File: config.mk
export PLATFORM = sky130hd
export DESIGN_NAME = accel_range_hpf_config
export DESIGN_NICKNAME = d
export VERILOG_FILES = /design/src/accel_cfg_pkg.sv /design/src/hpf_axis.sv /design/src/hpf_coeff_calc.sv /design/src/accel_range_hpf_config.sv
export SDC_FILE = /design/constraint.sdc
export NUM_CORES = 1
export LEC_CHECK = 0
export BUFFER_PORTS_ARGS = -buffer_cell sky130_fd_sc_hd__buf_2
export CAP_MARGIN = 20
export CORE_UTILIZATION = 40
export CTS_BUF_LIST = sky130_fd_sc_hd__clkbuf_8
export CTS_CLUSTER_SIZE = 12
export DETAILED_ROUTE_END_ITERATION = 8
export GPL_TIMING_DRIVEN = 0
export SYNTH_ARGS = -nofsm -noshare
export SYNTH_HDL_FRONTEND = slang
export SYNTH_SLANG_ARGS = --single-unit
File: constraint.sdc
create_clock -name core_clk_i -period 5.7 [get_ports core_clk_i]
set_input_delay 0.57 -clock core_clk_i [delete_from_list [all_inputs] [get_ports core_clk_i]]
set_output_delay 0.57 -clock core_clk_i [all_outputs]
set_load 0.005 [all_outputs]
File: src/accel_cfg_pkg.sv
package accel_cfg_pkg;

  localparam int AXW     = 14;
  localparam int RAWW    = 16;
  localparam int NAX     = 3;
  localparam int KW      = 4;
  localparam int RANGE_W = 2;
  localparam int SEL_W   = 2;
  localparam int RATES   = 8;

  // Register map
  localparam logic [7:0] ADDR_DATA_CFG = 8'h0e;
  localparam logic [7:0] ADDR_HPF_CUT  = 8'h0f;
  localparam int HPF_OUT_BIT   = 4;
  localparam int RANGE_LSB     = 0;
  localparam int PULSE_BYP_BIT = 5;
  localparam int PULSE_LPF_BIT = 4;
  localparam int SEL_LSB       = 0;

  typedef logic signed [AXW-1:0]  axis_t;
  typedef logic signed [RAWW-1:0] raw_t;
  typedef logic signed [RAWW:0]   wide_t;
  typedef struct packed { axis_t [NAX-1:0] ax; } sample_t;
  typedef struct packed { raw_t [NAX-1:0] ax; }  raw_sample_t;

  typedef enum logic [1:0] {
    RANGE_2G   = 2'b00,
    RANGE_4G   = 2'b01,
    RANGE_8G   = 2'b10,
    RANGE_RSVD = 2'b11
  } range_t;

  typedef enum logic [1:0] {
    OS_NORMAL                = 2'b00,
    LOW_POWER_LOW_NOISE_MODE = 2'b01,
    OS_HIGH_RES              = 2'b10,
    OS_LOW_POWER             = 2'b11
  } os_mode_t;

  typedef enum logic [2:0] {
    RATE_800  = 3'b000,
    RATE_400  = 3'b001,
    RATE_200  = 3'b010,
    RATE_100  = 3'b011,
    RATE_50   = 3'b100,
    RATE_12P5 = 3'b101,
    RATE_6P25 = 3'b110,
    RATE_1P56 = 3'b111
  } rate_t;

  typedef struct packed {
    logic   hpf_out;
    range_t range_select;
  } data_cfg_t;

  typedef struct packed {
    logic             pulse_hpf_byp;
    logic             pulse_lpf_en;
    logic [SEL_W-1:0] cutoff_sel;
  } cut_cfg_t;

  localparam data_cfg_t DATA_CFG_RST = '{1'b0, RANGE_2G};
  localparam cut_cfg_t  HPF_CUT_RST  = '{1'b0, 1'b0, 2'h0};

  // Sensitivity in micro-g per LSB
  localparam logic [9:0] SENS_2G_UG = 10'h0f4;
  localparam logic [9:0] SENS_4G_UG = 10'h1e8;
  localparam logic [9:0] SENS_8G_UG = 10'h3d0;
  localparam int SHIFT_4G = 1;
  localparam int SHIFT_8G = 2;

  // Extra cutoff halvings beyond the select code, indexed by rate
  localparam logic [KW-1:0] NORMAL_EXTRA [RATES] =
    '{4'h0, 4'h0, 4'h1, 4'h2, 4'h3, 4'h3, 4'h3, 4'h3};
  localparam logic [KW-1:0] LOW_NOISE_EXTRA [RATES] =
    '{4'h0, 4'h0, 4'h1, 4'h2, 4'h3, 4'h5, 4'h6, 4'h8};
  localparam logic [KW-1:0] LOW_POWER_EXTRA [RATES] =
    '{4'h0, 4'h1, 4'h2, 4'h3, 4'h4, 4'h6, 4'h7, 4'h9};
  // log2(rate / (2*pi*16 Hz)) plus K_BIAS
  localparam logic [4:0] RATE_BASE [RATES] =
    '{5'h09, 5'h08, 5'h07, 5'h06, 5'h05, 5'h03, 5'h02, 5'h00};
  localparam logic [4:0]    K_BIAS = 5'h06;
  localparam logic [KW-1:0] K_MIN  = 4'h1;
  localparam logic [KW-1:0] K_RST  = 4'h3;

  localparam wide_t AX_MAX = 17'sh0_1fff;
  localparam wide_t AX_MIN = -17'sh0_2000;

  function automatic axis_t sat_axis(input wide_t v);
    if (v > AX_MAX) return axis_t'(AX_MAX);
    if (v < AX_MIN) return axis_t'(AX_MIN);
    return axis_t'(v);
  endfunction

endpackage

File: src/hpf_axis.sv
`timescale 1ns/1ns
module hpf_axis (
  // Clock and reset
  input  wire logic              core_clk_i,
  input  wire logic              nrst_i,
  // Control
  input  wire logic              clear_i,
  input  wire logic [3:0]        coeff_k_i,
  // Sample in and out
  input  wire logic              in_vld_i,
  input  accel_cfg_pkg::axis_t   x_i,
  output accel_cfg_pkg::axis_t   y_o
);
  import accel_cfg_pkg::*;

  axis_t x_prev_q, x_prev_d;
  axis_t y_q, y_d;
  logic  primed_q, primed_d;
  wide_t acc;

  // y = (1 - 2^-k) * (y_prev + x - x_prev)
  always_comb begin
    x_prev_d = x_prev_q;
    y_d      = y_q;
    primed_d = primed_q;
    acc      = wide_t'(y_q) + wide_t'(x_i) - wide_t'(x_prev_q);
    if (clear_i) begin
      primed_d = 1'b0;
    end else if (in_vld_i) begin
      x_prev_d = x_i;
      primed_d = 1'b1;
      // First sample after a clear seeds history to avoid a step
      y_d = primed_q ? sat_axis(acc - (acc >>> coeff_k_i)) : '0;
    end
  end

  always_ff @(posedge core_clk_i or negedge nrst_i) begin
    if (!nrst_i) begin
      x_prev_q <= '0;
      y_q      <= '0;
      primed_q <= 1'b0;
    end else begin
      x_prev_q <= x_prev_d;
      y_q      <= y_d;
      primed_q <= primed_d;
    end
  end

  assign y_o = y_q;

endmodule // hpf_axis

File: src/hpf_coeff_calc.sv
`timescale 1ns/1ns
module hpf_coeff_calc (
  // Clock and reset
  input  wire logic               core_clk_i,
  input  wire logic               nrst_i,
  // Operating point
  input  accel_cfg_pkg::rate_t    rate_i,
  input  accel_cfg_pkg::os_mode_t mode_i,
  input  wire logic [1:0]         sel_i,
  // Results
  output logic [3:0]              cutoff_shift_o,
  output logic [3:0]              coeff_k_o,
  output logic                    update_o
);
  import accel_cfg_pkg::*;

  logic [KW-1:0] shift_q, shift_d, k_q, k_d;
  logic          upd_q, upd_d;
  logic [4:0]    ksum;

  function automatic logic [KW-1:0] extra_shift(input rate_t r,
                                                input os_mode_t m);
    case (m)
      OS_NORMAL:                return NORMAL_EXTRA[r];
      LOW_POWER_LOW_NOISE_MODE: return LOW_NOISE_EXTRA[r];
      OS_LOW_POWER:             return LOW_POWER_EXTRA[r];
      default:                  return '0;
    endcase
  endfunction

  // Cutoff is 16 Hz / 2^shift; always tracks rate, mode and select
  always_comb begin
    shift_d = KW'(sel_i) + extra_shift(rate_i, mode_i);
    ksum    = 5'(shift_d) + RATE_BASE[rate_i] - K_BIAS;
    if (shift_d + RATE_BASE[rate_i] <= 5'(K_BIAS) + 5'(K_MIN)) begin
      k_d = K_MIN;
    end else begin
      k_d = ksum[KW-1:0];
    end
    upd_d = (k_d != k_q) || (shift_d != shift_q);
  end

  always_ff @(posedge core_clk_i or negedge nrst_i) begin
    if (!nrst_i) begin
      shift_q <= '0;
      k_q     <= K_RST;
      upd_q   <= 1'b0;
    end else begin
      shift_q <= shift_d;
      k_q     <= k_d;
      upd_q   <= upd_d;
    end
  end

  assign cutoff_shift_o = shift_q;
  assign coeff_k_o      = k_q;
  assign update_o       = upd_q;
endmodule // hpf_coeff_calc

File: src/accel_range_hpf_config.sv
`timescale 1ns/1ns
// Behaviour
// - Output samples go out raw or high-pass filtered as software picks.
// - Bit 4 of the data config register picks filtered (1) or raw (0).
// - Bits 1:0 pick range 2 g, 4 g or 8 g; code 11 is reserved.
// - Output scaling is 0.244, 0.488 or 0.976 mg per LSB by range.
// - Cutoff register bit 5 set bypasses the high-pass for pulse data.
// - Cutoff register bit 4 set enables the pulse path low-pass.
// - Cutoff register bits 1:0 pick one of four cutoffs, reset 00.
// - At 800 Hz the cutoff is 16, 8, 4, 2 Hz, halving per code.
// - Cutoff varies with rate and mode, flat in high resolution.
module accel_range_hpf_config (
  // Clock and reset
  input  wire logic                       core_clk_i,
  input  wire logic                       nrst_i,
  // Register port from the serial interface
  input  wire logic                       reg_wr_i,
  input  wire logic                       reg_rd_i,
  input  wire logic [7:0]                 reg_addr_i,
  input  wire logic [7:0]                 reg_wdata_i,
  output logic [7:0]                      reg_rdata_o,
  // Operating point from the system control logic
  input  accel_cfg_pkg::rate_t            output_sample_rate_i,
  input  accel_cfg_pkg::os_mode_t         oversample_mode_i,
  // Raw samples, 0.244 mg per LSB
  input  wire logic                       sample_valid_i,
  input  accel_cfg_pkg::raw_sample_t      raw_sample_i,
  // Output data path
  output logic                            out_valid_o,
  output accel_cfg_pkg::sample_t          out_sample_o,
  // Pulse detection feed
  output logic                            pulse_valid_o,
  output accel_cfg_pkg::sample_t          pulse_sample_o,
  // Status
  output logic [9:0]                      sensitivity_ug_o,
  output logic [3:0]                      cutoff_shift_o
);
  import accel_cfg_pkg::*;

  data_cfg_t     data_cfg_q, data_cfg_d;
  cut_cfg_t      cut_cfg_q, cut_cfg_d;
  logic [7:0]    rdata_q, rdata_d;
  logic [9:0]    sens_q, sens_d;

  logic          scale_vld_q, scale_vld_d;
  sample_t       scaled_q, scaled_d;
  logic          hpf_vld_q, hpf_vld_d;
  logic          out_vld_q, out_vld_d;
  sample_t       out_q, out_d;
  logic          pls_vld_q, pls_vld_d;
  sample_t       pls_q, pls_d;
  sample_t       lpf_prev_q, lpf_prev_d;
  sample_t       hpf_y;
  sample_t       pre;
  logic [KW-1:0] coeff_k;
  logic          coeff_upd;

  function automatic axis_t scale_axis(input raw_t r, input range_t s);
    case (s)
      RANGE_2G: return sat_axis(wide_t'(r));
      RANGE_4G: return sat_axis(wide_t'(r >>> SHIFT_4G));
      // Reserved code falls back to the widest range
      default:  return sat_axis(wide_t'(r >>> SHIFT_8G));
    endcase
  endfunction

  function automatic axis_t avg_axis(input axis_t a, input axis_t b);
    logic signed [AXW:0] sum;
    sum = (AXW+1)'(a) + (AXW+1)'(b);
    return sum[AXW:1];
  endfunction

  // Configuration registers
  always_comb begin
    data_cfg_d = data_cfg_q;
    cut_cfg_d  = cut_cfg_q;
    rdata_d    = rdata_q;
    if (reg_wr_i && reg_addr_i == ADDR_DATA_CFG) begin
      data_cfg_d.hpf_out      = reg_wdata_i[HPF_OUT_BIT];
      data_cfg_d.range_select =
        range_t'(reg_wdata_i[RANGE_LSB +: RANGE_W]);
    end
    if (reg_wr_i && reg_addr_i == ADDR_HPF_CUT) begin
      cut_cfg_d.pulse_hpf_byp = reg_wdata_i[PULSE_BYP_BIT];
      cut_cfg_d.pulse_lpf_en  = reg_wdata_i[PULSE_LPF_BIT];
      cut_cfg_d.cutoff_sel    = reg_wdata_i[SEL_LSB +: SEL_W];
    end
    if (reg_rd_i) begin
      rdata_d = '0;
      case (reg_addr_i)
        ADDR_DATA_CFG: begin
          rdata_d[HPF_OUT_BIT]            = data_cfg_q.hpf_out;
          rdata_d[RANGE_LSB +: RANGE_W]   = data_cfg_q.range_select;
        end
        ADDR_HPF_CUT: begin
          rdata_d[PULSE_BYP_BIT]          = cut_cfg_q.pulse_hpf_byp;
          rdata_d[PULSE_LPF_BIT]          = cut_cfg_q.pulse_lpf_en;
          rdata_d[SEL_LSB +: SEL_W]       = cut_cfg_q.cutoff_sel;
        end
        default: rdata_d = '0;
      endcase
    end
    case (data_cfg_d.range_select)
      RANGE_2G: sens_d = SENS_2G_UG;
      RANGE_4G: sens_d = SENS_4G_UG;
      default:  sens_d = SENS_8G_UG;
    endcase
  end

  always_ff @(posedge core_clk_i or negedge nrst_i) begin
    if (!nrst_i) begin
      data_cfg_q <= DATA_CFG_RST;
      cut_cfg_q  <= HPF_CUT_RST;
      rdata_q    <= '0;
      sens_q     <= SENS_2G_UG;
    end else begin
      data_cfg_q <= data_cfg_d;
      cut_cfg_q  <= cut_cfg_d;
      rdata_q    <= rdata_d;
      sens_q     <= sens_d;
    end
  end

  // Coefficient tracking; a change clears filter history
  hpf_coeff_calc u_coeff (
    .core_clk_i     (core_clk_i),
    .nrst_i         (nrst_i),
    .rate_i         (output_sample_rate_i),
    .mode_i         (oversample_mode_i),
    .sel_i          (cut_cfg_q.cutoff_sel),
    .cutoff_shift_o (cutoff_shift_o),
    .coeff_k_o      (coeff_k),
    .update_o       (coeff_upd)
  );

  // The filter always runs so that switching the output over to it
  // shows a settled value rather than a start-up transient.
  for (genvar i = 0; i < NAX; i++) begin : g_hpf
    hpf_axis u_hpf (
      .core_clk_i (core_clk_i),
      .nrst_i     (nrst_i),
      .clear_i    (coeff_upd),
      .coeff_k_i  (coeff_k),
      .in_vld_i   (scale_vld_q),
      .x_i        (scaled_q.ax[i]),
      .y_o        (hpf_y.ax[i])
    );
  end

  // Sample path: scale, filter, route
  always_comb begin
    scale_vld_d = sample_valid_i;
    scaled_d    = scaled_q;
    hpf_vld_d   = scale_vld_q;
    out_vld_d   = hpf_vld_q;
    out_d       = out_q;
    pls_vld_d   = hpf_vld_q;
    pls_d       = pls_q;
    lpf_prev_d  = lpf_prev_q;
    pre         = cut_cfg_q.pulse_hpf_byp ? scaled_q : hpf_y;
    if (sample_valid_i) begin
      for (int i = 0; i < NAX; i++) begin
        scaled_d.ax[i] = scale_axis(raw_sample_i.ax[i],
                                    data_cfg_q.range_select);
      end
    end
    if (hpf_vld_q) begin
      out_d      = data_cfg_q.hpf_out ? hpf_y : scaled_q;
      lpf_prev_d = pre;
      for (int i = 0; i < NAX; i++) begin
        pls_d.ax[i] = cut_cfg_q.pulse_lpf_en ?
          avg_axis(pre.ax[i], lpf_prev_q.ax[i]) : pre.ax[i];
      end
    end
  end

  always_ff @(posedge core_clk_i or negedge nrst_i) begin
    if (!nrst_i) begin
      scale_vld_q <= 1'b0;
      scaled_q    <= '0;
      hpf_vld_q   <= 1'b0;
      out_vld_q   <= 1'b0;
      out_q       <= '0;
      pls_vld_q   <= 1'b0;
      pls_q       <= '0;
      lpf_prev_q  <= '0;
    end else begin
      scale_vld_q <= scale_vld_d;
      scaled_q    <= scaled_d;
      hpf_vld_q   <= hpf_vld_d;
      out_vld_q   <= out_vld_d;
      out_q       <= out_d;
      pls_vld_q   <= pls_vld_d;
      pls_q       <= pls_d;
      lpf_prev_q  <= lpf_prev_d;
    end
  end

  assign reg_rdata_o      = rdata_q;
  assign sensitivity_ug_o = sens_q;
  assign out_valid_o      = out_vld_q;
  assign out_sample_o     = out_q;
  assign pulse_valid_o    = pls_vld_q;
  assign pulse_sample_o   = pls_q;
endmodule // accel_range_hpf_config

Yosys cells after proc, flatten, opt, wreduce, memory -nomap -nowiden
Memory sizes are Yosys's and may differ from the RTL's. Index checks and enable logic that the tools add are counted.

Flip-flop bits (word level): 286. ROM bits: 136. Input bits: 74. Output and inout bits: 108. Logic and storage cells: 259. Memories kept: 4.

Memories: (no name shown) (depth 8, width 5, read ports 1, clocked after Yosys merged registers in 0, wr ports 0, line hpf_coeff_calc.sv:35) `if (shift_d + RATE_BASE[rate_i] <= 5'(K_BIAS) + 5'(K_MIN)) begin`; (no name shown) (depth 8, width 4, read ports 1, clocked after Yosys merged registers in 0, wr ports 0, line hpf_coeff_calc.sv:24) `OS_NORMAL: return NORMAL_EXTRA[r];`; (no name shown) (depth 8, width 4, read ports 1, clocked after Yosys merged registers in 0, wr ports 0, line hpf_coeff_calc.sv:25) `LOW_POWER_LOW_NOISE_MODE: return LOW_NOISE_EXTRA[r];`; (no name shown) (depth 8, width 4, read ports 1, clocked after Yosys merged registers in 0, wr ports 0, line hpf_coeff_calc.sv:26) `OS_LOW_POWER: return LOW_POWER_EXTRA[r];`.

Add/subtract/negate cells: 15. $lt $le $gt $ge: 26. Equality and inequality tests: 8. Shift operators: 3. Muxes and demuxes: 160. Bitwise logic cells: 2. Reduce and logical (&&, ||, !) cells: 9.

Operators by type and width (number): $mux 14 (54); $add 14x14->15 (6); $mux 1 (87); $mux 42 (2); $pmux 14 s2 (3); $gt 17x14->1 const B (3); $lt 17x14->1 const B (3); $sshr 17x4->17 (3); $sub 17x17->17 (3); $gt 16x14->1 const B (3); $lt 16x14->1 const B (3); $sub 15x14->16 (3); $gt 15x14->1 const B (3); $lt 15x14->1 const B (3); $gt 14x14->1 const B (3); $lt 14x14->1 const B (3); $mux 4 (7); $pmux 10 s2 (1); $eq 8x4->1 const B (2); $pmux 4 s3 (1); $mux 5 (2); $ne 4x4->1 (2); $eq 2x1->1 const B (3); $logic_not 2->1 (3); other kinds (16) (17).

Logic depth before layout (Yosys ltp)
Depth after elaboration: 14. Mapped depth: 24. Depth with buffers taken out: 23.

By module
From an unflattened synthesis, not the netlist that was laid out.

Cell total of the unflattened synthesis: 2707. Area total of the unflattened synthesis: 23307.4 um^2.

Modules (own cells, without submodules): hpf_axis (times used 3, cells an instance 481, area each 3823.7 um^2, seq. area each 725.7 um^2); accel_range_hpf_config (times used 1, cells an instance 1183, area each 10970.5 um^2, seq. area each 4683.2 um^2); hpf_coeff_calc (times used 1, cells an instance 81, area each 865.8 um^2, seq. area each 227.7 um^2).

Worst setup path before layout
Ideal clock, no wire load.

Path type: register -> register. Start point: register g_hpf[2].u_hpf.y_q[1]. End point: register g_hpf[2].u_hpf.y_q[10]. Setup time: 0.066 ns. Arrival time: 5.714 ns. Required time: 5.634 ns. Path slack: -0.080 ns. Cell stages (with the launch flop): 22. Path buffers: 1. Clock period less this slack: 5.780 ns. Path through: dfrtp_1 > fa_1 > fa_1 > a211oi_2 > o21ai_1 > a211o_1 > a211o_1 > a211o_1 > nand4_1 > a32oi_1 > a311o_1 > ha_1 > fa_1 > nand2b_1 > a21boi_0 > o21ai_1 > a211oi_2 > o21ai_0 > a221o_1 > a221oi_2 > buf_2 > a221o_1.

Word-level cells in the longest chain between the ends: 12. Elaborated cells between the ends (all ways): 17. Those cells by class: add/sub: 3; order compare: 2; shift: 1; mux: 11.

RTL lines: start, declared (line hpf_axis.sv:17) `axis_t y_q, y_d;`; start signal, assigned (line hpf_axis.sv:44) `y_q <= y_d;`; $add 14x14->15 (*) (line hpf_axis.sv:26) `acc = wide_t'(y_q) + wide_t'(x_i) - wide_t'(x_prev_q);`; $sub 15x14->16 (*) (line hpf_axis.sv:26); $sshr 17x4->17 (line hpf_axis.sv:33) `y_d = primed_q ? sat_axis(acc - (acc >>> coeff_k_i)) : '0;`; $sub 17x17->17 (*) (line hpf_axis.sv:33); $lt 17x14->1 (line accel_cfg_pkg.sv:91) `if (v < AX_MIN) return axis_t'(AX_MIN);`; $mux 1 (2 in a row) (line accel_cfg_pkg.sv:91); $mux 1 (line hpf_axis.sv:29) `end else if (in_vld_i) begin`; $mux 1 (line hpf_axis.sv:27) `if (clear_i) begin`; $mux 14 (line accel_cfg_pkg.sv:92) `return axis_t'(v);`; $mux 14 (*) (line accel_cfg_pkg.sv:91); $mux 14 (*) (line hpf_axis.sv:33).

Every way passes the cells marked *; elsewhere a longest branch is shown, timed or not. The select of a mux whose other input is x is not followed. A chain may end at the register's enable or synchronous reset.

Worst setup path after layout
Start point: register scaled_q[29] in the netlist's numbering. End point: register g_hpf[2].u_hpf.y_q[5].

Word-level cells in the longest chain between the ends: 12. Elaborated cells between the ends (all ways): 17. Those cells by class: add/sub: 3; order compare: 2; shift: 1; mux: 11.

RTL lines: start, declared (line accel_range_hpf_config.sv:46) `sample_t scaled_q, scaled_d;`; start signal, assigned (line accel_range_hpf_config.sv:189) `scaled_q <= scaled_d;`; $add 14x14->15 (*) (line hpf_axis.sv:26); $sub 15x14->16 (*) (line hpf_axis.sv:26); $sshr 17x4->17 (line hpf_axis.sv:33); $sub 17x17->17 (*) (line hpf_axis.sv:33); $lt 17x14->1 (line accel_cfg_pkg.sv:91); $mux 1 (2 in a row) (line accel_cfg_pkg.sv:91); $mux 1 (line hpf_axis.sv:29); $mux 1 (line hpf_axis.sv:27); $mux 14 (line accel_cfg_pkg.sv:92); $mux 14 (*) (line accel_cfg_pkg.sv:91); $mux 14 (*) (line hpf_axis.sv:33).

Marks and branches as above.

==> results.md <==
Yosys:
- Counting flops with an async set or reset pin after synthesis yields a share of 1.00.
- Dividing the synthesized area by the synthesized cell count gives 8.50 sq um.
- The top cell type's share of synthesized area is 0.302.
- Of the synthesized area, sequential elements account for 0.307.
- The mapped netlist covers ~23,000 sq um.
- The number of different library cells used by synthesis comes to approximately 100.
- After synthesis, the cell types taking the most area are sky130_fd_sc_hd__dfrtp_1, sky130_fd_sc_hd__ha_1, sky130_fd_sc_hd__a21oi_1.
- The count of flip-flops with a built-in enable after synthesis is 0.
- In the synthesized netlist the dominant register cell turns out to be sky130_fd_sc_hd__dfrtp_1.
- The number of instances in the synthesized netlist is about 2,700.
- For this run, the number of Yosys warnings is 0.
- After synthesis the netlist holds a flip-flop and latch count of 281.
- The largest area contributor in the synthesized netlist is sky130_fd_sc_hd__dfrtp_1.

Timing:
- For the pin with the worst max-slew slack, the measured transition is 0.958 ns.
- Setup violations remaining at the end of the flow were counted as 39.
- Based on the critical path, the design can be clocked at up to about 0.17 GHz.
- Setup repair after global routing could not meet its margin everywhere.
- The final count of hold timing violations is 0.
- Clock skew on the completed layout was measured at 0.0305 ns.
- The worst slew slack as a fraction of its limit is 0.361.
- The number of slew-limit violations in the final report is 0.
- Across all setup checks in the final design, the least slack found is -0.333 ns.
- In the finished design, the share of the clock period the worst path needs comes to 1.06.
- After layout, the minimum clock period comes to 6.03 ns.

Detailed routing:
- The routed length on met3 is between 4000 and 5000 um.
- Using the TritonRoute via totals, the vias-per-cell ratio works out to about 5.9.
- The residual antenna-violating net count after detailed routing is 0.
- After detailed routing, the number of remaining DRC violations is 0.
- The final layout contains routed wiring with a total length of 86,000 um.
- The routed design uses 40,300 um of met2 wire.
- In this run, the number of DRC markers left after iteration 0 of detailed routing was ~1,900.
- The first detailed-routing pass took 6 iterations.
- The routed layout has 22,523 vias.
- The top routing layer in use is met5.
- In the final routed layout, each cell accounts on average for 22.4 um.
- The detailed router put a total of about 37,000 um of wire on met1.

Clock tree:
- The CTS root buffer is sky130_fd_sc_hd__clkbuf_8.
- TritonCTS created 53 clock buffers.
- The clock tree synthesis step divided the H-tree into 2 levels.
- After clock tree synthesis, the clock-pin slew on the worst setup and hold paths is 0.06 ns.
- The clock insertion delay at the later pin of the skew report is 0.65 ns.
- The clock passes through at most 3 buffers.
- The CTS tree is done.
- The count of clock tree sinks is 281.

Cells and area:
- The area growth from synthesis to layout is 23.0%.
- The layout filler cell count is 5,367.
- The fraction of layout instances using a drive strength above 1 is 0.226.
- The number of nets in the finished design is 3,317.

Worst setup path:
- The arrival time reported for the critical path endpoint is 6.59 ns.
- Walking the worst path, the cells encountered are fa_2, fa_2, a211oi_4, o21ai_2, a211o_1, a211o_1, buf_4, buf_4, nand4_1, nand4_1, buf_4, buf_4, nand3_1, nand4_1, ha_1, nand4_1, a211oi_2, buf_4, nor2_1, a221o_1, a221oi_4, buf_6, a221o_1.
- The count of buffering cells on the critical path with inverters included is 6.
- Grouping stages by cell kind, the critical path spends the most delay in compound AO/OA/AOI/OAI gates.
- The endpoint class of the critical path is a flop.
- The worst setup path is launched from a flop.
- The critical path in this run is classified as reg -> reg.
- The slowest stage of the critical path belongs to the cell sky130_fd_sc_hd__fa_2.
- For the worst setup path, the data required time is 6.26 ns.
- The maximum fanout along the worst path is 5.
- The delay of the slowest cell on the worst path is between 0.4 and 0.5 ns.
- By instance count, the cell type seen most on the critical path is sky130_fd_sc_hd__buf_4.

Place:
- At the end of routability-driven placement, the weighted congestion stood at 0.939.
- The minimum setup slack after placement is -1.33 ns.
- The detailed-placement wirelength estimate is 65,700 um.
- The count of buffers added on input and output ports is 167.

Global routing:
- The initial antenna violation count is 2.
- The first global-routing pass estimated 128,000 um of wire.
- The total overflow left after global routing is 0.
- Entering global routing, the biggest net connects 115 pins.
- In the global route stage, overall resource usage came out at 0.289.
- The via count of the first global-routing pass was 21,554.

Die:
- The number of top-level pins is 182.
- The total die area is 58,200 sq um.
- For this configuration, the core starts out at a cell density of 0.405.
- The floorplan step set the die height to 241 um.
- The area of the placeable core is roughly 56,000 sq um.
- From left edge to right edge, the die measures 241 um.
- The row count is 87.

Run:
- The number of max-cap violations is 0.

Run status:
- The checks that failed: negative setup slack.
- The run finished, with violations left.

Min path:
- The min-delay analysis places its worst path in the category in -> reg.
## per-layer routing
layer / GRT usage / vias to the layer above
met5: 0 / -
met4: 0.118 / 2
met3: 0.0344 / 190
met2: 0.473 / 773
met1: 0.388 / 11186
li1: - / 10372
## placed cells by master, fill, tap and decap left out, types with 17 or more instances in the layout
master,instances
sky130_fd_sc_hd__a21o_1,51
sky130_fd_sc_hd__clkbuf_8,73
sky130_fd_sc_hd__a221o_1,32
sky130_fd_sc_hd__o211ai_1,20
sky130_fd_sc_hd__xnor2_1,57
sky130_fd_sc_hd__a41oi_1,39
sky130_fd_sc_hd__mux2_2,26
sky130_fd_sc_hd__nor3_1,41
sky130_fd_sc_hd__nor2b_1,27
sky130_fd_sc_hd__o21a_1,23
sky130_fd_sc_hd__a211oi_1,19
sky130_fd_sc_hd__buf_4,134
sky130_fd_sc_hd__dfrtp_2,33
sky130_fd_sc_hd__ha_4,18
sky130_fd_sc_hd__fa_1,41
sky130_fd_sc_hd__buf_2,168
sky130_fd_sc_hd__nand2b_1,20
sky130_fd_sc_hd__clkbuf_1,105
sky130_fd_sc_hd__nor2_1,293
sky130_fd_sc_hd__ha_1,112
sky130_fd_sc_hd__mux4_2,17
sky130_fd_sc_hd__buf_1,20
sky130_fd_sc_hd__nand2_1,188
sky130_fd_sc_hd__nand3_1,39
sky130_fd_sc_hd__dfrtp_1,243
sky130_fd_sc_hd__xor2_1,20
sky130_fd_sc_hd__inv_1,239
sky130_fd_sc_hd__mux2i_1,109
sky130_fd_sc_hd__a21oi_1,238
sky130_fd_sc_hd__o21ai_0,207
## cell families (layout without fill, tap and decap cells)
logic type                 count (synthesis)  in the layout  share of synthesized area
adders and majority gates                192            192                      0.121
xor gates and xnor gates                  85             85                     0.0325
AOI/OAI and AO/OA                        859            859                      0.247
muxes                                    160            160                     0.0813
other                                      2             12                   0.000328
and+or+nand+nor                          726            726                      0.144
buffers and inverters                    389            777                     0.0670
DFF                                      281            281                      0.307
## state kept, by name, indices dropped and copies added, names as in the netlist, 4 cells and up
signal	cells
reg_rdata_o	4
u_coeff.cutoff_shift_o	4
u_coeff.coeff_k_o	4
lpf_prev_q	42
sensitivity_ug_o	6
g_hpf.u_hpf.x_prev_q	42
pulse_sample_o	42
g_hpf.u_hpf.y_o	42
scaled_q	42
out_sample_o	42
cut_cfg_q	4
## per-stage QoR
stage	setup TNS, ns	area, sq um	util	std cells	hold WS (ns)
after floorplan	0	22900	-	2700	0.274
after global placement	-438.88	24700	0.437	3623	0.427
after detailed placement	-45.00	24800	0.439	3625	0.437
after CTS	-5.50	27200	0.481	3783	0.0177
after global routing	-17.10	28200	0.498	3845	0.0382
final	-10.80	28200	0.499	3848	0.0622
## synth_stat cells, types with 11 or more instances
master	instances
sky130_fd_sc_hd__a2111oi_0	16
sky130_fd_sc_hd__a211o_1	12
sky130_fd_sc_hd__a211oi_1	26
sky130_fd_sc_hd__a21boi_0	12
sky130_fd_sc_hd__a21o_1	51
sky130_fd_sc_hd__a21oi_1	252
sky130_fd_sc_hd__a221o_1	32
sky130_fd_sc_hd__a31oi_1	16
sky130_fd_sc_hd__a41oi_1	39
sky130_fd_sc_hd__and3_1	14
sky130_fd_sc_hd__buf_1	20
sky130_fd_sc_hd__buf_4	11
sky130_fd_sc_hd__clkbuf_1	112
sky130_fd_sc_hd__dfrtp_1	276
sky130_fd_sc_hd__fa_1	50
sky130_fd_sc_hd__ha_1	142
sky130_fd_sc_hd__inv_1	235
sky130_fd_sc_hd__mux2_2	27
sky130_fd_sc_hd__mux2i_1	114
sky130_fd_sc_hd__mux4_2	16
sky130_fd_sc_hd__nand2_1	191
sky130_fd_sc_hd__nand2b_1	22
sky130_fd_sc_hd__nand3_1	41
sky130_fd_sc_hd__nand4_1	12
sky130_fd_sc_hd__nor2_1	299
sky130_fd_sc_hd__nor2b_1	30
sky130_fd_sc_hd__nor3_1	44
sky130_fd_sc_hd__o211ai_1	20
sky130_fd_sc_hd__o21a_1	24
sky130_fd_sc_hd__o21ai_0	223
sky130_fd_sc_hd__o22ai_1	11
sky130_fd_sc_hd__o31ai_1	13
sky130_fd_sc_hd__or3_1	11
sky130_fd_sc_hd__xnor2_1	61
sky130_fd_sc_hd__xor2_1	24
## repair_timing
item | in CTS | in global routing
buffers inserted | 65 | 63
endpoints found under the setup margin | 42 | 42
gates resized for setup | 182 | 125
gates cloned | 3 | 1
hold buffers | 1 | 0
endpoints found under the hold margin | 81 | 0
pin swaps | 63 | 75
## path summary, 6_finish.rpt
| check | from | end | slack, ns | cells past startpoint |
|---|---|---|---|---|
| min in group asynchronous | nrst_i | u_coeff.cutoff_shift_o[2] | 0.48 | 2 |
| hold / removal | sample_valid_i | hpf_vld_d | 0.06 | 1 |
| setup reg to reg | scaled_q[29] | g_hpf[2].u_hpf.y_o[5] | -0.33 | 23 |
| hold reg to reg | hpf_vld_q | pulse_valid_o | 0.45 | 0 |
| max in group asynchronous | nrst_i | out_sample_o[41] | 3.69 | 4 |
| setup / recovery | scaled_q[29] | g_hpf[2].u_hpf.y_o[5] | -0.33 | 23 |
## layout make-up
class	instances	area (sq um)	share of cell area
clock inverters	21	139	0.00493
clock buffers	71	977	0.0347
diodes	4	10.0	0.000355
repair buffers	301	1930	0.0684
multi-input cells	2030	15500	0.551
inverters	235	882	0.0313
well taps	756	946	0.0336
flip-flops and latches	281	7080	0.251
plain buffers	149	678	0.0241
Power is left out: the tool's default activity adds up to more than one toggle a clock period on the data nets, which glitch-free logic cannot reach.
